## config.mk

```make
export PLATFORM = sky130hd
export DESIGN_NAME = rdg_echo_ctrl
export DESIGN_NICKNAME = d
export VERILOG_FILES = /design/src/rdg_pkg.sv /design/src/rdg_echo_ctrl.sv
export SDC_FILE = /design/constraint.sdc
export NUM_CORES = 1
export LEC_CHECK = 0
export ABC_AREA = 1
export BUFFER_PORTS_ARGS = -buffer_cell sky130_fd_sc_hd__buf_2
export CORE_ASPECT_RATIO = 1.75
export CORE_MARGIN = 2
export CORE_UTILIZATION = 50
export CTS_CLUSTER_DIAMETER = 30
export CTS_CLUSTER_SIZE = 24
export DETAILED_ROUTE_END_ITERATION = 12
export PLACE_DENSITY = 0.66
export SETUP_SLACK_MARGIN = 0.3
export SYNTH_ARGS = -nofsm -noshare
export SYNTH_HDL_FRONTEND = slang
export SYNTH_HIERARCHICAL = 1
export SYNTH_SLANG_ARGS = --single-unit
```

## constraint.sdc

```tcl
create_clock -name CLK -period 4.65 [get_ports CLK]
set_clock_uncertainty 0.05 [all_clocks]
set_input_delay 0.93 -clock CLK [delete_from_list [all_inputs] [get_ports CLK]]
set_output_delay 0.93 -clock CLK [all_outputs]
set_load 0.02 [all_outputs]
```

## src/rdg_pkg.sv

```systemverilog
// Purpose: Shared constants and types for the two-wire line driver gate.
// Assumes: 40 MHz module clock, 8N1 character framing on the line.
// Notes: Register addresses are word indices; byte address is four times each.
`default_nettype none

package rdg_pkg;

    // ------------------------------------------------------------
    // Clock and default line rate
    // ------------------------------------------------------------
    localparam int CLK_HZ = 40_000_000;
    localparam int BAUD_BPS_RST = 9600;
    // Clocks per bit at the reset rate, rounded down.
    localparam logic [15:0] BAUD_DIV_RST = 16'(CLK_HZ / BAUD_BPS_RST);

    // ------------------------------------------------------------
    // Register map (indices, then byte addresses)
    // ------------------------------------------------------------
    localparam logic [9:0] IDX_CTRL = 10'h000;
    localparam logic [9:0] IDX_BAUD = 10'h001;
    localparam logic [9:0] IDX_TXDATA = 10'h002;
    localparam logic [9:0] IDX_RXDATA = 10'h003;
    localparam logic [9:0] IDX_STATUS = 10'h004;
    localparam logic [9:0] IDX_ECHO = 10'h1C2;
    localparam logic [11:0] ADR_CTRL = {IDX_CTRL, 2'b00};
    localparam logic [11:0] ADR_BAUD = {IDX_BAUD, 2'b00};
    localparam logic [11:0] ADR_TXDATA = {IDX_TXDATA, 2'b00};
    localparam logic [11:0] ADR_RXDATA = {IDX_RXDATA, 2'b00};
    localparam logic [11:0] ADR_STATUS = {IDX_STATUS, 2'b00};
    localparam logic [11:0] ADR_ECHO = {IDX_ECHO, 2'b00};

    // ------------------------------------------------------------
    // Field positions and reset values
    // ------------------------------------------------------------
    localparam int CTRL_LINK_BIT = 0;
    localparam int ECHO_DISC_BIT = 0;
    localparam int RXD_VALID_BIT = 8;
    localparam int ST_DRV_BIT = 0;
    localparam int ST_BUSY_BIT = 1;
    localparam int ST_FULL_BIT = 2;
    localparam int ST_EMPTY_BIT = 3;
    localparam int ST_OVR_BIT = 4;
    localparam int ST_FERR_BIT = 5;
    localparam logic [15:0] CTRL_RST = 16'h0000;
    localparam logic [15:0] ECHO_RST = 16'h0000;

    // ------------------------------------------------------------
    // Framing and timing in bit times
    // ------------------------------------------------------------
    localparam int CHAR_W = 8;
    localparam int FIFO_DEPTH = 16;
    localparam logic [4:0] FRAME_BITS = 5'h0A;
    localparam logic [4:0] PREAMBLE_BITS = 5'h14;
    localparam logic [4:0] HOLD_BITS = 5'h0A;

    // Transmit sequencer states.
    typedef enum logic [1:0] {
        TX_IDLE = 2'b00,
        TX_MARK = 2'b01,
        TX_SHIFT = 2'b10,
        TX_HOLD = 2'b11
    } rdg_tx_st_t;

    // One received character with its valid flag.
    typedef struct packed {
        logic vld;
        logic [CHAR_W-1:0] data;
    } rdg_rx_word_t;

endpackage

`default_nettype wire

```

## src/rdg_echo_ctrl.sv

```systemverilog
// Purpose: Line driver gating, echo discard and Avalon-MM registers.
// Assumes: One 40 MHz clock; line inputs are asynchronous to it.
// Notes: A 16-word FIFO holds characters queued for transmission.
//
// Summary of operation
// (RL1) Other stations drive only while transmitting.
// (RL2) Other stations float the line when idle.
// (RL3) Driver enable follows transmit activity automatically.
// (RL4) Linked mode holds driver one character longer.
// (RL5) Own transmission echoes onto own receiver.
// (RL6) Echo setting zero accepts echoed characters.
// (RL7) Echo setting one discards echoed characters.
// (RL8) Echo word at index 1C2, resets zero.
// (RL9) Echo setting frozen during a transmission.
// (RL10) Two idle mark characters before first data.
// (RL11) Unlinked: driver off within one bit.
// (RL12) Discard data and errors while driving, echo one.
//
// The Avalon-MM register port is this design's own decision.
`default_nettype none
// ----------------------------------------------------------------
// Synchronous FIFO with valid/ready on both sides
// ----------------------------------------------------------------
module rdg_fifo #(
    parameter int WIDTH = 8,
    parameter int DEPTH = 16
) (
    input wire logic clk,
    input wire logic rst_n,
    input wire logic in_valid,
    output logic in_ready,
    input wire logic [WIDTH-1:0] in_data,
    output logic out_valid,
    input wire logic out_ready,
    output logic [WIDTH-1:0] out_data
);
    localparam int AW = $clog2(DEPTH);
    logic [WIDTH-1:0] mem_q [DEPTH];  // Storage words.
    logic [AW-1:0] wp_q;  // Write index.
    logic [AW-1:0] rp_q;  // Read index.
    logic [AW:0] cnt_q;  // Words held.
    wire push = in_valid & in_ready;
    wire pop = out_valid & out_ready;
    assign in_ready = (cnt_q != (AW+1)'(DEPTH));
    assign out_valid = (cnt_q != '0);
    assign out_data = mem_q[rp_q];
    // Storage is written only on an accepted push.
    always_ff @(posedge clk) begin
        if (push) begin
            mem_q[wp_q] <= in_data;
        end
    end
    // Indices wrap naturally since depth is a power of two.
    always_ff @(posedge clk or negedge rst_n) begin
        if (!rst_n) begin
            wp_q <= '0;
            rp_q <= '0;
            cnt_q <= '0;
        end else begin
            if (push) wp_q <= wp_q + 1'b1;
            if (pop) rp_q <= rp_q + 1'b1;
            cnt_q <= cnt_q + (AW+1)'(push) - (AW+1)'(pop);
        end
    end
endmodule
// ----------------------------------------------------------------
// Top: registers, transmit sequencer, receiver
// ----------------------------------------------------------------
module rdg_echo_ctrl
    import rdg_pkg::*;
(
    input wire logic CLK,
    input wire logic RST_B,
    input wire logic [11:0] AVS_ADDRESS,
    input wire logic AVS_READ,
    input wire logic AVS_WRITE,
    input wire logic [31:0] AVS_WRITEDATA,
    input wire logic [3:0] AVS_BYTEENABLE,
    output logic [31:0] AVS_READDATA,
    output logic AVS_WAITREQUEST,
    output logic TX_LINE_POS,
    output logic TX_LINE_NEG,
    output logic TX_DRV_EN,
    input wire logic RX_LINE_POS,
    input wire logic RX_LINE_NEG
);
    // Merge bus bytes into a 16-bit register under byte enables.
    function automatic logic [15:0] be16(input logic [15:0] old, input logic [31:0] wd, input logic [3:0] be);
        be16 = {be[1] ? wd[15:8] : old[15:8], be[0] ? wd[7:0] : old[7:0]};
    endfunction
    // ------------------------------------------------------------
    // Reset release
    // ------------------------------------------------------------
    logic rst_s1_q;  // First reset stage.
    logic rst_n;  // Released reset used by all logic.
    // Assert at once, release after two clean edges.
    always_ff @(posedge CLK or negedge RST_B) begin
        if (!RST_B) begin
            rst_s1_q <= 1'b0;
            rst_n <= 1'b0;
        end else begin
            rst_s1_q <= 1'b1;
            rst_n <= rst_s1_q;
        end
    end
    // ------------------------------------------------------------
    // Register bus decode
    // ------------------------------------------------------------
    logic [15:0] ctrl_q;  // Link mode control.
    logic [15:0] baud_q;  // Clocks per bit.
    logic [15:0] echo_q;  // Echo discard selection.
    logic rd_ack_q;  // Read data already staged.
    logic [31:0] rdata_q;  // Staged read data.
    rdg_rx_word_t rxw_q;  // Received character holder.
    logic ovr_q;  // Receive overrun, sticky.
    logic ferr_q;  // Framing error, sticky.
    logic fifo_in_rdy;
    logic fifo_vld;
    logic [CHAR_W-1:0] fifo_dat;
    logic fifo_pop;
    rdg_tx_st_t st_q;
    logic drv_q;
    wire sel_ctrl = (AVS_ADDRESS == ADR_CTRL);
    wire sel_baud = (AVS_ADDRESS == ADR_BAUD);
    wire sel_txd = (AVS_ADDRESS == ADR_TXDATA);
    wire sel_rxd = (AVS_ADDRESS == ADR_RXDATA);
    wire sel_stat = (AVS_ADDRESS == ADR_STATUS);
    wire sel_echo = (AVS_ADDRESS == ADR_ECHO);
    // A full FIFO stalls the bus: back-pressure reaches software.
    wire tx_stall = AVS_WRITE & sel_txd & ~fifo_in_rdy;
    assign AVS_WAITREQUEST = (AVS_READ & ~rd_ack_q) | tx_stall;
    wire wr_go = AVS_WRITE & ~tx_stall;
    wire rd_go = AVS_READ & rd_ack_q;
    wire txd_push = wr_go & sel_txd & AVS_BYTEENABLE[0];
    wire stat_clr = wr_go & sel_stat & AVS_BYTEENABLE[0];
    // Status word assembled from live block state.
    wire [31:0] stat_word = 32'({ferr_q, ovr_q, ~fifo_vld, ~fifo_in_rdy, st_q != TX_IDLE, drv_q});
    // Read data selection; unmapped addresses read as zero.
    wire [31:0] rsel = sel_ctrl ? {16'h0000, ctrl_q} : sel_baud ? {16'h0000, baud_q} : sel_rxd ? 32'(rxw_q) :
        sel_stat ? stat_word : sel_echo ? {16'h0000, echo_q} : 32'h0000_0000;
    assign AVS_READDATA = rdata_q;
    // Reads take two cycles: stage the data, then release the master.
    always_ff @(posedge CLK or negedge rst_n) begin
        if (!rst_n) begin
            rd_ack_q <= 1'b0;
            rdata_q <= 32'h0000_0000;
        end else begin
            rd_ack_q <= AVS_READ & ~rd_ack_q;
            if (AVS_READ & ~rd_ack_q) rdata_q <= rsel;
        end
    end
    // Writable registers; unmapped writes are dropped.
    always_ff @(posedge CLK or negedge rst_n) begin
        if (!rst_n) begin
            ctrl_q <= CTRL_RST;
            baud_q <= BAUD_DIV_RST;
            echo_q <= ECHO_RST;  // RL8
        end else if (wr_go) begin
            if (sel_ctrl) ctrl_q <= be16(ctrl_q, AVS_WRITEDATA, AVS_BYTEENABLE);
            if (sel_baud) baud_q <= be16(baud_q, AVS_WRITEDATA, AVS_BYTEENABLE);
            if (sel_echo) echo_q <= be16(echo_q, AVS_WRITEDATA, AVS_BYTEENABLE);  // RL8
        end
    end
    // ------------------------------------------------------------
    // Transmit queue
    // ------------------------------------------------------------
    rdg_fifo #(
        .WIDTH(CHAR_W),
        .DEPTH(FIFO_DEPTH)
    ) u_txq (
        .clk(CLK),
        .rst_n(rst_n),
        .in_valid(txd_push),
        .in_ready(fifo_in_rdy),
        .in_data(AVS_WRITEDATA[CHAR_W-1:0]),
        .out_valid(fifo_vld),
        .out_ready(fifo_pop),
        .out_data(fifo_dat)
    );
    // ------------------------------------------------------------
    // Transmit sequencer
    // ------------------------------------------------------------
    rdg_tx_st_t st_d;
    logic [15:0] tdiv_q;  // Clocks left in this bit.
    logic [4:0] tbit_q;  // Bits left in this phase.
    logic [4:0] tbit_d;
    logic [9:0] tsh_q;  // Frame shifter, LSB on the line.
    logic echo_act_q;  // Echo setting latched per transmission.
    wire ttick = (tdiv_q == 16'h0000);
    wire tlast = (tbit_q == 5'h00);
    wire linked = ctrl_q[CTRL_LINK_BIT];
    // Next character is taken at a bit boundary when one is due.
    assign fifo_pop = ttick & ((st_q == TX_MARK & tlast) | (st_q == TX_SHIFT & tlast & fifo_vld) |
                               (st_q == TX_HOLD & fifo_vld));
    // Phase sequencing of the driver gate.
    always_comb begin
        st_d = st_q;
        tbit_d = tbit_q;
        case (st_q)
            TX_IDLE: begin
                if (fifo_vld) begin
                    st_d = TX_MARK;  // RL3
                    tbit_d = PREAMBLE_BITS - 5'h01;  // RL10
                end
            end
            TX_MARK: begin
                if (ttick) begin
                    if (tlast) begin
                        st_d = TX_SHIFT;
                        tbit_d = FRAME_BITS - 5'h01;
                    end else tbit_d = tbit_q - 5'h01;
                end
            end
            TX_SHIFT: begin
                if (ttick) begin
                    if (!tlast) tbit_d = tbit_q - 5'h01;
                    else if (fifo_vld) tbit_d = FRAME_BITS - 5'h01;
                    else if (linked) begin
                        st_d = TX_HOLD;  // RL4
                        tbit_d = HOLD_BITS - 5'h01;
                    end else st_d = TX_IDLE;  // RL11
                end
            end
            TX_HOLD: begin
                if (ttick) begin
                    if (fifo_vld) begin
                        st_d = TX_SHIFT;
                        tbit_d = FRAME_BITS - 5'h01;
                    end else if (tlast) st_d = TX_IDLE;  // RL4
                    else tbit_d = tbit_q - 5'h01;
                end
            end
            default: st_d = TX_IDLE;
        endcase
    end
    // Bit timer restarts whenever the line is idle.
    always_ff @(posedge CLK or negedge rst_n) begin
        if (!rst_n) begin
            st_q <= TX_IDLE;
            tbit_q <= 5'h00;
            tdiv_q <= 16'h0000;
        end else begin
            st_q <= st_d;
            tbit_q <= tbit_d;
            tdiv_q <= (st_q == TX_IDLE || ttick) ? baud_q - 16'h0001 : tdiv_q - 16'h0001;
        end
    end
    // Shifter feeds ones outside frames so the line idles at mark.
    // The driver flop follows the next state, so it drops on the
    // same edge as the stop bit ends when unlinked: well inside one bit.
    always_ff @(posedge CLK or negedge rst_n) begin
        if (!rst_n) begin
            tsh_q <= 10'h3FF;
            drv_q <= 1'b0;
            echo_act_q <= 1'b0;
        end else begin
            drv_q <= (st_d != TX_IDLE);  // RL3
            if (fifo_pop) tsh_q <= {1'b1, fifo_dat, 1'b0};
            else if (ttick) tsh_q <= {1'b1, tsh_q[9:1]};
            if (st_q == TX_IDLE && fifo_vld) begin
                echo_act_q <= echo_q[ECHO_DISC_BIT];  // RL9
            end
        end
    end
    assign TX_DRV_EN = drv_q;
    assign TX_LINE_POS = tsh_q[0];
    assign TX_LINE_NEG = ~tsh_q[0];
    // ------------------------------------------------------------
    // Receiver
    // ------------------------------------------------------------
    logic [1:0] rp_q;  // Positive wire synchroniser.
    logic [1:0] rn_q;  // Negative wire synchroniser.
    logic rbusy_q;  // Character in progress.
    logic rdisc_q;  // Character is own echo to drop.
    logic [15:0] rdiv_q;  // Clocks to next sample.
    logic [3:0] rbit_q;  // Sample index, start bit is zero.
    logic [7:0] rsh_q;  // Data shifter.
    // Mark when the pair shows positive over negative.
    wire rbit = rp_q[1] & ~rn_q[1];
    wire rtick = (rdiv_q == 16'h0000);
    wire rstart = ~rbusy_q & ~rbit;
    wire rstop = rbusy_q & rtick & (rbit_q == 4'h9);
    // In two-wire use our own frames return here; drop them on request.
    wire rdisc_now = drv_q & echo_act_q;  // RL5 RL7 RL12
    // Only the second stage of each synchroniser is read.
    always_ff @(posedge CLK or negedge rst_n) begin
        if (!rst_n) begin
            rp_q <= 2'b11;
            rn_q <= 2'b00;
        end else begin
            rp_q <= {rp_q[0], RX_LINE_POS};
            rn_q <= {rn_q[0], RX_LINE_NEG};
        end
    end
    // Start edge waits half a bit, then samples at bit centres.
    always_ff @(posedge CLK or negedge rst_n) begin
        if (!rst_n) begin
            rbusy_q <= 1'b0;
            rdisc_q <= 1'b0;
            rdiv_q <= 16'h0000;
            rbit_q <= 4'h0;
            rsh_q <= 8'h00;
        end else if (rstart) begin
            rbusy_q <= 1'b1;
            rdisc_q <= rdisc_now;  // RL12
            rdiv_q <= {1'b0, baud_q[15:1]};
            rbit_q <= 4'h0;
        end else if (rbusy_q && rtick) begin
            rdiv_q <= baud_q - 16'h0001;
            rbit_q <= rbit_q + 4'h1;
            if (rbit_q == 4'h0 && rbit) rbusy_q <= 1'b0;  // False start.
            if (rbit_q != 4'h0 && rbit_q != 4'h9) rsh_q <= {rbit, rsh_q[7:1]};
            if (rstop) rbusy_q <= 1'b0;
        end else if (rbusy_q) begin
            rdiv_q <= rdiv_q - 16'h0001;
        end
    end
    // Delivery and error flags; a new event beats a clear.
    wire deliver = rstop & ~rdisc_q & rbit;  // RL6 RL7
    wire rxd_take = rd_go & sel_rxd;
    always_ff @(posedge CLK or negedge rst_n) begin
        if (!rst_n) begin
            rxw_q <= '0;
            ovr_q <= 1'b0;
            ferr_q <= 1'b0;
        end else begin
            if (deliver) begin
                rxw_q.vld <= 1'b1;
                rxw_q.data <= rsh_q;
            end else if (rxd_take) rxw_q.vld <= 1'b0;
            if (deliver && rxw_q.vld && !rxd_take) ovr_q <= 1'b1;
            else if (stat_clr && AVS_WRITEDATA[ST_OVR_BIT]) ovr_q <= 1'b0;
            if (rstop && !rdisc_q && !rbit) ferr_q <= 1'b1;  // RL12
            else if (stat_clr && AVS_WRITEDATA[ST_FERR_BIT]) ferr_q <= 1'b0;
        end
    end
endmodule

`default_nettype wire

```

# Word-level counts from Yosys, hierarchy flattened
# Memory sizes are Yosys's and may differ from the RTL's.
# Index checks and enable logic that the tools add are counted.
# Widths: inputs -> output; s select.
# word_totals
ff_bits	176
ram_bits	128
mem_count	1
in_bits	54
# op_classes
bitwise_logic	37
n_reduce_logical	40
n_eq_ne	17
addsub	9
mux	47
# memory_table
memory	depth	width	read_ports	rd_ports_with_merged_regs	wr	line_no	text
u_txq.mem_q	16	8	1	0	1	rdg_echo_ctrl.sv:38	logic [WIDTH-1:0] mem_q [DEPTH];
# ops
operator	count
$mux 16	9
$mux 5	10
$sub 16x1->16 const B	3
$logic_not 16->1	2
$and 1x1->1	24
$eq 12x4->1 const B	2
$reduce_and 3->1	7
$mux 10	2
$mux 2	10
$pmux 5 s4	1
$reduce_bool 2->1	7
$add 4x1->4 const B	3
$eq 12x11->1 const B	1
$eq 12x3->1 const B	1
$eq 12x5->1 const B	1
$logic_not 12->1	1
$mux 1	12
$logic_and 1x1->1	10
$not 1->1	10
$mux 4	2
$ne 2x2->1 const B	4
$ne 4x4->1 const B	2
$pmux 2 s4	1
$reduce_and 6->1	1
18 further kinds	24

# Logic depth before layout (Yosys ltp)
# Gate-level depths: netlist of the first run.
# logic_depth
word_depth	10
depth_mapped	21

# By module
# The synthesis of the first run kept the hierarchy.
# modules_own_cells
module	area_per_inst_um2	seq_area_each_um2	instances	cells_each
rdg_echo_ctrl	8251.7	3672.3	1	1075
rdg_fifo	6204.7	4169.0	1	605

# Worst setup path before layout of the first run
# No wires, ideal clock.
# synth_path
path_kind	input to register
startpoint	input AVS_ADDRESS[5]
endpoint	register u_txq.cnt_q[4]
stages	15
setup_ns	0.118
required_ns	4.482
slack_ns	1.502
path_buffers	0
arrival_ns	2.980
cell_sequence	nor2_4 -> nand3_4 -> nor2_4 -> nand3_1 -> nor3_1 -> nand2_1 -> ha_1 -> inv_1 -> ha_1 -> inv_1 -> fa_1 -> o21ai_0 -> nand2_1 -> nand3b_1 -> nand2_1
# synth_via
elab_chain_len	10
# synth_rtl
item	line_no	text
from (decl)	rdg_echo_ctrl.sv:74	input wire logic [11:0] AVS_ADDRESS,
$eq 12x4->1 (*)	rdg_echo_ctrl.sv:125	wire sel_txd = (AVS_ADDRESS == ADR_TXDATA);
$and 1x1->1 (2 in a row)	rdg_echo_ctrl.sv:130	wire tx_stall = AVS_WRITE & sel_txd & ~fifo_in_rdy;
$not 1->1	rdg_echo_ctrl.sv:132	wire wr_go = AVS_WRITE & ~tx_stall;
$and 1x1->1	rdg_echo_ctrl.sv:132	
$and 1x1->1 (*) (2 in a row)	rdg_echo_ctrl.sv:134	wire txd_push = wr_go & sel_txd & AVS_BYTEENABLE[0];
named net txd_push	rdg_echo_ctrl.sv:134	
$and 1x1->1 (*)	rdg_echo_ctrl.sv:42	wire push = in_valid & in_ready;
$add 5x1->5 (*)	rdg_echo_ctrl.sv:62	cnt_q <= cnt_q + (AW+1)'(push) - (AW+1)'(pop);
$sub 5x1->5 (*)	rdg_echo_ctrl.sv:62	
to (signal assigned)	rdg_echo_ctrl.sv:62	
to (decl)	rdg_echo_ctrl.sv:41	logic [AW:0] cnt_q;
# The timed path passes the listed nets; every way through them passes the cells marked *.
# A chain may end at the register's enable or synchronous reset.

# Final worst setup path of the first run
# layout_path
startpoint	register tdiv_q[0]
endpoint	register u_txq.cnt_q[4]
# layout_via
elab_chain_len	4
# layout_rtl
item	line_no	text
from (decl)	rdg_echo_ctrl.sv:184	logic [15:0] tdiv_q;
from (signal assigned)	rdg_echo_ctrl.sv:245	tdiv_q <= (st_q == TX_IDLE || ttick) ? baud_q - 16'h0001 : tdiv_q - 16'h0001;
$logic_not 16->1	rdg_echo_ctrl.sv:189	wire ttick = (tdiv_q == 16'h0000);
$and 1x1->1	rdg_echo_ctrl.sv:193	assign fifo_pop = ttick & ((st_q == TX_MARK & tlast) | (st_q == TX_SHIFT & tlast & fifo_vld) |
named net fifo_pop	rdg_echo_ctrl.sv:120	logic fifo_pop;
$and 1x1->1	rdg_echo_ctrl.sv:43	wire pop = out_valid & out_ready;
named net u_txq.pop	rdg_echo_ctrl.sv:43	
$sub 5x1->5	rdg_echo_ctrl.sv:62	
# The timed path passes the listed nets, and every way through them passes these cells.

==> results.sh, run 1 <==
export IMPL_final_cell_mix="nand2_1 (517), inv_1 (197), nor2_1 (152)"
export IMPL_p_leak_nw=7.46
export IMPL_post_cts_buffers=0
export IMPL_synth_compound_area_share_pct=7.33
export IMPL_required_ns=5.03
export IMPL_synthToLayoutAreaGrowth_pct=13.1
export IMPL_num_rows=82
export IMPL_synth_cell_types=48
export IMPL_cts_resized=0
export IMPL_fin_util_pct=57.3
export IMPL_fin_crit_sh_pct=78.9
export IMPL_cpMostUsedCell="nand2_1"
export IMPL_synthDominantCellAreaShare_pct=26.6
export IMPL_cts_sinks=287
export IMPL_core_area_sq_mm=0.0285
export IMPL_slew_viol_final=0
export IMPL_num_io_pins=90
export IMPL_yosysSeqAreaShare_pct=54.2
export IMPL_synth_area_top_cells="edfxtp_1 (27%), dfrtp_1 (25%), nand2_1 (13%)"
export IMPL_crit_family="simple AND/OR/NAND/NOR gates"
export IMPL_hpwl_microns=24900
export IMPL_synth_top_family_by_area="simple AND/OR/NAND/NOR gates"
export IMPL_tightest_slew_ns=0.908
export IMPL_design_die_area_sq_mm=0.0303
export IMPL_fmax_mhz=273
export IMPL_status="finished, final reports clean"
export IMPL_async_reset_ff_share_pct=55.4
export IMPL_postRouteWirelength_microns=35500
export IMPL_placed_area_sq_mm=0.0149
export IMPL_critPathMaxStageDelay_ns=0.44
export IMPL_critPathCaptureType="flip-flop"
export IMPL_crit_buf_inv=4
export IMPL_grt_pass1_vias=11172
export IMPL_rsz0062_at_grt="false"
export IMPL_antenna_found_initial=0
export IMPL_n_antenna_cell=0
export IMPL_cp_slowest_cell="fa_1"
export IMPL_place_port_buffers=55
export IMPL_peakVddDrop_v=0.000318
export IMPL_crit_type="flip-flop to flip-flop"
export IMPL_cts_buffers=40
export IMPL_synth_flop_cell="dfrtp_1"
export IMPL_h_tree_depth=2
export IMPL_cellPowerDensity_mw_per_mm2=418
export IMPL_final_common_cell="nand2_1"
export IMPL_clock_latency_ns=0.55
export IMPL_die_w_microns=133
export IMPL_start_util_pct=50.7
export IMPL_critPathArrivalTime_ns=4.05
export IMPL_design_area_sq_mm=0.0163
export IMPL_cap_violations=0
export IMPL_place_gp_congestion=0.918
export IMPL_cts_hold_buf=0
export IMPL_worstPathCellList="inv_1 -> ha_1 -> nand2_1 -> nor2_1 -> nand4_1 -> or2_2 -> nor2_1 -> o211ai_1 -> nand2_1 -> nand2_1 -> inv_1 -> ha_1 -> inv_1 -> ha_1 -> inv_1 -> fa_1 -> o21ai_0 -> nand2_1 -> nand3b_1 -> nand2_1"
export IMPL_final_hold_viol_count=0
export IMPL_yosys_warnings=6
export IMPL_ant_nets=0
export IMPL_synth_top_area_cell="edfxtp_1"
export IMPL_viasPerCell=5.19
export IMPL_die_y_microns=229
export IMPL_synth_cells=1680
export IMPL_first_pass_iters=5
export IMPL_synth_xor_area_share_pct=2.30
export IMPL_clock_tree_buffer_depth=3
export IMPL_cts_tree="yes"
export IMPL_syn_area_sq_mm=0.0145
export IMPL_synth_area_per_cell_sq_um=8.60
export IMPL_synthSimpleGateAreaFrac_pct=25.5
export IMPL_grt_max_degree=103
export IMPL_wl_per_cell_microns=16.6
export IMPL_drive_above_1_share_pct=11.0
export IMPL_hp_class="primary input to asynchronous set/reset pin"
export IMPL_fin_setup_tns_ns=0
export IMPL_path_clk_slew_ns=0.06
export IMPL_fin_nets=1812
export IMPL_grtUsageTotal_pct=24.0
export IMPL_first_iter_violations=794
export IMPL_grt_ovfl_total=0
export IMPL_root_buffer="clkbuf_16"
export IMPL_drc=0
export IMPL_period_needed_ns=3.67
export IMPL_synthAdderAreaFrac_pct=2.22
export IMPL_yosys_mux_area_fraction_pct=0.0692
export IMPL_ys_ff_latch=287
export IMPL_vias=11115
export IMPL_start_kind="flip-flop"
export IMPL_relSlewSlack_pct=39.4
export IMPL_synth_edff_count=128
export IMPL_grt_pass1_wl_microns=57000
export IMPL_setup_violations=0
export IMPL_path_max_fanout=5
path summary, 6_finish.rpt:
path | depth (start not counted) | endpoint | start | slack [ns]
max | 20 | u_txq/cnt_q[4] | tdiv_q[0] | 0.98
min | 1 | rst_n | RST_B | 0.12
max reg2reg | 20 | u_txq/cnt_q[4] | tdiv_q[0] | 0.98
min reg2reg | 0 | rn_q[1] | rn_q[0] | 0.30
max in group asynchronous | 1 | u_txq/rp_q[0] | rst_n | 3.15
min in group CLK | 0 | rn_q[1] | rn_q[0] | 0.30
power breakdown:
part	total (mW)	internal [mW]	leakage, nW	switching, mW
Combinational	0.683	0.220	3.60	0.463
Sequential	2.85	2.75	3.16	0.106
Clock	3.29	2.10	0.698	1.19
Total	6.83	5.07	7.46	1.76
layout make-up:
type,count,area [sq um]
repair buffers,59,318
multi-input cells,1138,5470
clock buffers,48,1100
fillers,2600,12200
inverters,207,779
well taps,378,473
flip-flops and latches,287,7850
clock inverters,25,357
cells by family (layout without fill, tap and decap cells):
logic type,count (synthesis),after routing
flops,287,287
simple gates,858,858
compound gates,199,199
xor+xnor,38,38
fa+ha+maj,25,25
buf+inv,270,339
mux,1,1
other cells,2,17
stage by stage:
stage | setup slack (ns) | power [mW] | hold WS, ns | cells
after detailed placement | 0.935 | 3.57 | 0.287 | 2069
after global routing | 0.682 | 7.07 | 0.111 | 2142
after CTS | 0.980 | 6.86 | 0.0990 | 2142
after global placement | 0.999 | 3.55 | 0.283 | 2069
final | 0.981 | 6.83 | 0.116 | 2142
after floorplan | 1.50 | 3.37 | 0.281 | 1695
metal layers:
metal | up-vias | part of all wire (%) | routed length, microns | GRT usage (%)
li1 | 5479 | - | - | -
met1 | 5201 | 36 | 12600 | 24.4
met2 | 312 | 54 | 19000 | 45.3
met3 | 123 | 3.7 | 1330 | 2.88
met4 | 0 | 7.1 | 2500 | 15.6
met5 | - | 0 | 0 | 0
state kept, by name, indices dropped and copies added (netlist names), 2 cells and up:
name,count
u_txq/mem_q,128
AVS_READDATA,16
baud_q,16
ctrl_q,16
echo_q,16
rdiv_q,16
tdiv_q,16
rxw_q,9
tsh_q,9
rsh_q,8
tbit_q,5
u_txq/cnt_q,5
rbit_q,4
u_txq/rp_q,4
u_txq/wp_q,4
rn_q,2
rp_q,2
st_q,2
cells in the mapped netlist (13+ instances only):
cell,n
o21ai_0,91
nor2_1,152
nor3_1,13
nand2_1,517
edfxtp_1,128
dfrtp_1,144
ha_1,24
o21ai_1,53
inv_1,197
a21oi_1,33
buf_2,19
nand3_1,126
xor2_1,29
dfstp_2,15
buf_4,24
(Power assumes the default switching activity.)
==> inputs of run 2 (changes only) <==
ABC_AREA = 0   (was 1)
PLACE_DENSITY = 0.64   (was 0.66)
clock period = 3.6 ns   (was 4.65 ns; I/O delays follow)
==> run 2 against run 1 <==
Compared with the run above: synthesized cell count shrank 36%; cell count is 29% lower; sequential cell count unchanged; via count fell by 20%; worst hold slack better by 0.13 ns; global-route usage down 0.99 points; combinational power is 31% lower; cell area is 4.6% lower; largest cell class unchanged; largest power group unchanged.
==> results.sh, run 2 <==
export IMPL_h_tree_depth=2
export IMPL_path_clk_slew_ns=0.06
export IMPL_die_w_microns=128
export IMPL_placed_area_sq_mm=0.0141
export IMPL_p_clk_share_pct=50.1
export IMPL_cts_tree="yes"
export IMPL_relSlewSlack_pct=44.8
export IMPL_yosysSeqAreaShare_pct=58.4
export IMPL_cap_violations=0
export IMPL_intPower_mw=6.40
export IMPL_synth_area_per_cell_sq_um=12.5
export IMPL_rsz0062_at_grt="false"
export IMPL_num_io_pins=90
export IMPL_cts_sinks=287
export IMPL_crit_type="flip-flop to flip-flop"
export IMPL_synth_most_common_cell="dfrtp_1"
export IMPL_hpwl_microns=22000
export IMPL_fin_crit_sh_pct=85.4
export IMPL_tightest_slew_ns=0.817
export IMPL_core_area_sq_mm=0.0265
export IMPL_synthDominantCellAreaShare_pct=28.6
export IMPL_async_reset_ff_share_pct=55.4
export IMPL_grt_max_degree=121
export IMPL_drc=0
export IMPL_path_max_fanout=5
export IMPL_fin_nets=1238
export IMPL_grt_pass1_vias=9102
export IMPL_final_hold_viol_count=0
export IMPL_die_y_microns=221
export IMPL_start_kind="flip-flop"
export IMPL_final_cell_mix="dfrtp_1 (142), edfxtp_1 (128), nor2_1 (81)"
export IMPL_place_gp_congestion=0.877
export IMPL_grt_ovfl_total=0
export IMPL_fin_setup_tns_ns=0
export IMPL_drive_above_1_share_pct=24.2
export IMPL_wl_per_cell_microns=20.8
export IMPL_yosys_warnings=6
export IMPL_switching_share_pct=22.6
export IMPL_grtUsageTotal_pct=23.0
export IMPL_grt_pass1_wl_microns=49400
export IMPL_period_needed_ns=3.07
export IMPL_comb_power_share_pct=5.7
export IMPL_hp_class="flip-flop to asynchronous set/reset pin"
export IMPL_ant_nets=0
export IMPL_critPathArrivalTime_ns=3.48
export IMPL_synth_cells=1078
export IMPL_largest_reg_flops=128
export IMPL_fmax_mhz=325
export IMPL_synth_cell_types=72
export IMPL_design_die_area_sq_mm=0.0282
export IMPL_power_frac_seq_pct=44.2
export IMPL_slew_viol_final=0
export IMPL_synthToLayoutAreaGrowth_pct=16.1
export IMPL_num_rows=79
export IMPL_first_pass_iters=4
export IMPL_antenna_found_initial=0
export IMPL_synth_area_top_cells="edfxtp_1 (29%), dfrtp_1 (27%), mux2_2 (6.0%)"
export IMPL_cellPowerDensity_mw_per_mm2=530
export IMPL_peakVddDrop_v=0.000421
export IMPL_status="finished, final reports clean"
export IMPL_viasPerCell=5.85
export IMPL_synth_commonest_cells="dfrtp_1 (144), edfxtp_1 (128), nor2_1 (82)"
export IMPL_critPathCaptureType="flip-flop"
export IMPL_setup_violations=0
export IMPL_largest_register="u_txq/mem_q"
export IMPL_place_port_buffers=55
export IMPL_syn_area_sq_mm=0.0134
export IMPL_synth_flop_cell="dfrtp_1"
export IMPL_p_switching_mw=1.86
export IMPL_clock_latency_ns=0.54
export IMPL_postRouteWirelength_microns=31500
export IMPL_first_iter_violations=456
export IMPL_design_area_sq_mm=0.0156
export IMPL_root_buffer="clkbuf_16"
export IMPL_ys_ff_latch=287
export IMPL_p_leak_nw=6.62
export IMPL_n_antenna_cell=0
export IMPL_cts_buffers=39
export IMPL_synth_top_area_cell="edfxtp_1"
export IMPL_required_ns=4.00
export IMPL_final_common_cell="dfrtp_1"
export IMPL_r2r_cells=16
export IMPL_vias=8844
export IMPL_start_util_pct=50.7
export IMPL_clock_tree_buffer_depth=3
export IMPL_synth_edff_count=128
## run 2: changes by cell type in the layout (fill, tap and decap cells not counted), moves of 32 or more
cell / previous run / this run
nand2_1: 517 / 67
inv_1: 197 / 35
nand3_1: 126 / 19
mux2_2: 0 / 71
nor2_1: 152 / 81
o21ai_1: 53 / 1
mux2i_1: 1 / 50
o21ai_0: 91 / 46
buf_4: 3 / 35
## run 2: repair_timing
item | in CTS | in global routing
setup buffers | 0 | 3
hold buffers | 1 | 0
setup endpoints to repair | 0 | 2
hold endpoints to repair | 2 | 0
gates resized for setup | 0 | 5
## run 2: path summary, 6_finish.rpt
| check | endpoint | slack, ns | start |
|---|---|---|---|
| max in group asynchronous | u_txq/rp_q[0] | 2.18 | rst_n |
| min reg2reg | baud_q[11] | 0.24 | rst_n |
| min | baud_q[11] | 0.24 | rst_n |
| max | u_txq/cnt_q[4] | 0.53 | u_txq/cnt_q[2] |
| max reg2reg | u_txq/cnt_q[4] | 0.53 | u_txq/cnt_q[2] |
| min in group CLK | rp_q[0] | 0.24 | RX_LINE_POS |
## run 2: kinds of logic after synthesis
logic type	count (synthesis)	share of synthesized area, %
AND/OR/NAND/NOR	289	11.1
flip-flops	287	58.4
AO/OA/AOI/OAI	187	8.99
multiplexers	138	12.5
buffers and inverters	105	3.61
XOR/XNOR	45	2.94
adder cells (fa/ha/maj)	25	2.39
other	2	0.0559
## run 2: critical path, cell delays in order (launching register included)
cell and delay, ns:
dfrtp_1 0.38, inv_1 0.08, ha_1 0.16, or4b_4 0.50, inv_4 0.11, a2bb2oi_2 0.17
nor2_1 0.06, and2_4 0.15, ha_1 0.26, inv_1 0.06, ha_1 0.15, inv_1 0.06
fa_2 0.37, inv_1 0.06, a21oi_1 0.06, o21bai_1 0.18, xnor2_1 0.13
## run 2: power by group through the flow
stage	sequential (mW)	combinational, mW	clock [mW]
floorplan	3.72	0.316	0
global placement	3.71	0.458	0
detailed placement	3.71	0.471	0
CTS	3.65	0.475	4.21
global route	3.67	0.534	4.32
finish	3.66	0.468	4.14
## run 2: routing by layer
layer,share of wire (%),wire length [microns],global-route usage [%]
met1,36,11400,23.9
met2,55,17400,43.9
met3,3.2,1020,3.26
met4,5.5,1730,12.7
met5,0,0,0
## run 2: per-stage QoR
stage	instances	setup WS (ns)	utilization (%)	power [mW]	hold slack (ns)
2_1_floorplan	1093	0.319	-	4.03	0.281
3_3_place_gp	1438	0.226	53.3	4.17	0.265
3_5_place_dp	1438	0.157	53.3	4.18	0.266
5_1_grt	1512	0.313	58.9	8.53	0.223
4_1_cts	1509	0.317	58.7	8.34	0.217
6_report	1512	0.525	58.9	8.26	0.243
## run 2: area by class of cell
class	count	area (sq um)
fillers	2187	10900
flip-flops and latches	287	7850
multi-input cells	701	5190
clock buffers	48	1090
repair buffers	93	588
well taps	324	405
clock inverters	22	327
inverters	37	141
==> inputs of run 3 (changes only) <==
PLACE_DENSITY = default   (was 0.64)
PLACE_DENSITY_LB_ADDON = 0.1   (was default)
clock period = 3.05 ns   (was 3.6 ns; I/O delays follow)
==> run 3 against run 2 <==
Compared with the run above: largest power group unchanged; critical path depth unchanged; worst hold slack worse by 0.093 ns; register-to-register slack worse by 0.28 ns; global-route usage up 0.92 points; power up 19%; maximum frequency up 9.7%; critical path type unchanged; routed wire length up 3.9%; combinational power up 25%; clock power up 20%; utilization up 1.8 points; via count up 1.1%.
==> results.sh, run 3 (synthesis results as in run 2) <==
export IMPL_status="finished, final reports clean"
export IMPL_start_util_pct=50.7
export IMPL_cellPowerDensity_mw_per_mm2=614
export IMPL_first_pass_iters=5
export IMPL_fin_setup_tns_ns=0
export IMPL_cts_tree="yes"
export IMPL_critPathMaxStageDelay_ns=0.49
export IMPL_busiest_layer="met2"
export IMPL_cp_slowest_cell="or4b_4"
export IMPL_rrSetupSlack_ns=0.25
export IMPL_path_clk_slew_ns=0.06
export IMPL_grt_ovfl_total=0
export IMPL_synthToLayoutAreaGrowth_pct=19.7
export IMPL_grt_pass1_wl_microns=50800
export IMPL_clock_tree_buffer_depth=3
export IMPL_final_hold_viol_count=0
export IMPL_p_leak_nw=6.83
export IMPL_required_ns=3.46
export IMPL_grt_max_degree=72
export IMPL_setup_violations=0
export IMPL_num_io_pins=90
export IMPL_cts_sinks=287
export IMPL_fin_crit_sh_pct=91.9
export IMPL_crit_type="flip-flop to flip-flop"
export IMPL_design_die_area_sq_mm=0.0282
export IMPL_crit_family="adder cells"
export IMPL_largest_reg_flops=128
export IMPL_relSlewSlack_pct=41.3
export IMPL_vias=8943
export IMPL_period_needed_ns=2.80
export IMPL_stdcell_count=1545
export IMPL_drive_above_1_share_pct=27.4
export IMPL_critPathArrivalTime_ns=3.21
export IMPL_grt_use_met3_pct=3.12
export IMPL_grtUsageTotal_pct=23.9
export IMPL_peakVddDrop_v=0.000574
export IMPL_use_met2_pct=47.1
export IMPL_ant_nets=0
export IMPL_drc=0
export IMPL_slew_viol_final=0
export IMPL_final_common_cell="dfrtp_1"
export IMPL_clock_latency_ns=0.53
export IMPL_postRouteWirelength_microns=32700
export IMPL_final_cell_mix="dfrtp_1 (142), edfxtp_1 (128), nor2_1 (81)"
export IMPL_h_tree_depth=2
export IMPL_cap_violations=0
export IMPL_grt_pass1_vias=9255
export IMPL_gr_usage_met1_pct=23.9
export IMPL_path_max_fanout=2
export IMPL_dp_cells=1468
export IMPL_viasPerCell=5.79
export IMPL_fin_nets=1270
export IMPL_place_port_buffers=55
export IMPL_start_kind="flip-flop"
export IMPL_die_y_microns=221
export IMPL_n_antenna_cell=0
export IMPL_critPathCaptureType="flip-flop"
export IMPL_place_gp_congestion=0.860
export IMPL_largest_register="u_txq/mem_q"
export IMPL_hp_class="primary input to flip-flop"
export IMPL_core_area_sq_mm=0.0265
export IMPL_rsz0062_at_grt="true"
export IMPL_num_rows=79
export IMPL_die_w_microns=128
export IMPL_fmax_mhz=357
export IMPL_antenna_found_initial=0
export IMPL_wl_per_cell_microns=21.2
export IMPL_worstPathCellList="inv_2 -> ha_4 -> or4b_4 -> inv_4 -> a2bb2oi_2 -> nor2_1 -> and2_4 -> ha_4 -> inv_2 -> ha_4 -> inv_2 -> fa_2 -> inv_1 -> a21oi_1 -> o21bai_1 -> xnor2_1"
export IMPL_hpwl_microns=23500
export IMPL_cts_buffers=38
export IMPL_first_iter_violations=417
export IMPL_tightest_slew_ns=0.878
export IMPL_root_buffer="clkbuf_16"
export IMPL_crit_buf_inv=5
## run 3: what timing repair did
action                                  in CTS  in global routing
endpoints found under the setup margin      12                  8
resized for setup                            3                  3
hold endpoints to repair                     2                  0
pin swaps                                    6                  2
setup buffers                                6                  0
hold buffers                                 1                  0
## run 3: metrics by stage
step	util, %	hold WS (ns)	power (mW)	instance area, sq um	worst slack [ns]
global placement	54.8	0.285	4.94	14500	-0.0797
detailed placement	54.8	0.292	4.95	14500	-0.114
global route	60.7	0.126	10.2	16100	0.140
finish	60.7	0.150	9.87	16100	0.247
floorplan	-	0.264	4.76	13600	-0.103
CTS	60.6	0.128	9.95	16100	0.236
## run 3: path summary, 6_finish.rpt
path                                 from          endpoint  cells past startpoint
min                           RX_LINE_POS           rp_q[0]                      1
max                        u_txq/cnt_q[2]    u_txq/cnt_q[4]                     16
min in group asynchronous           rst_n  AVS_READDATA[12]                      0
max in group asynchronous           rst_n          tsh_q[4]                      1
max reg2reg                u_txq/cnt_q[2]    u_txq/cnt_q[4]                     16
min reg2reg                         rst_n  AVS_READDATA[12]                      0
## run 3: routing by layer
metal,vias to the layer above,wire length [microns],share of wire (%)
met5,-,0,0
met4,0,1720,5.2
met3,77,895,2.7
met2,184,18700,57
met1,4486,11400,35
li1,4196,-,-
## run 3: power breakdown
group | leakage [nW] | internal, mW | switching (mW) | total (mW)
Combinational | 3.02 | 0.253 | 0.332 | 0.584
Sequential | 3.12 | 4.17 | 0.153 | 4.32
Clock | 0.697 | 3.21 | 1.75 | 4.96
## run 3: area by class of cell
class / instances / area [sq um]
multi-input combinational: 701 / 5270
sequential: 287 / 7850
fill: 2196 / 10400
timing repair buffer: 126 / 961
inverter: 37 / 141
clock buffer: 47 / 1100
clock inverter: 23 / 355
tap: 324 / 405
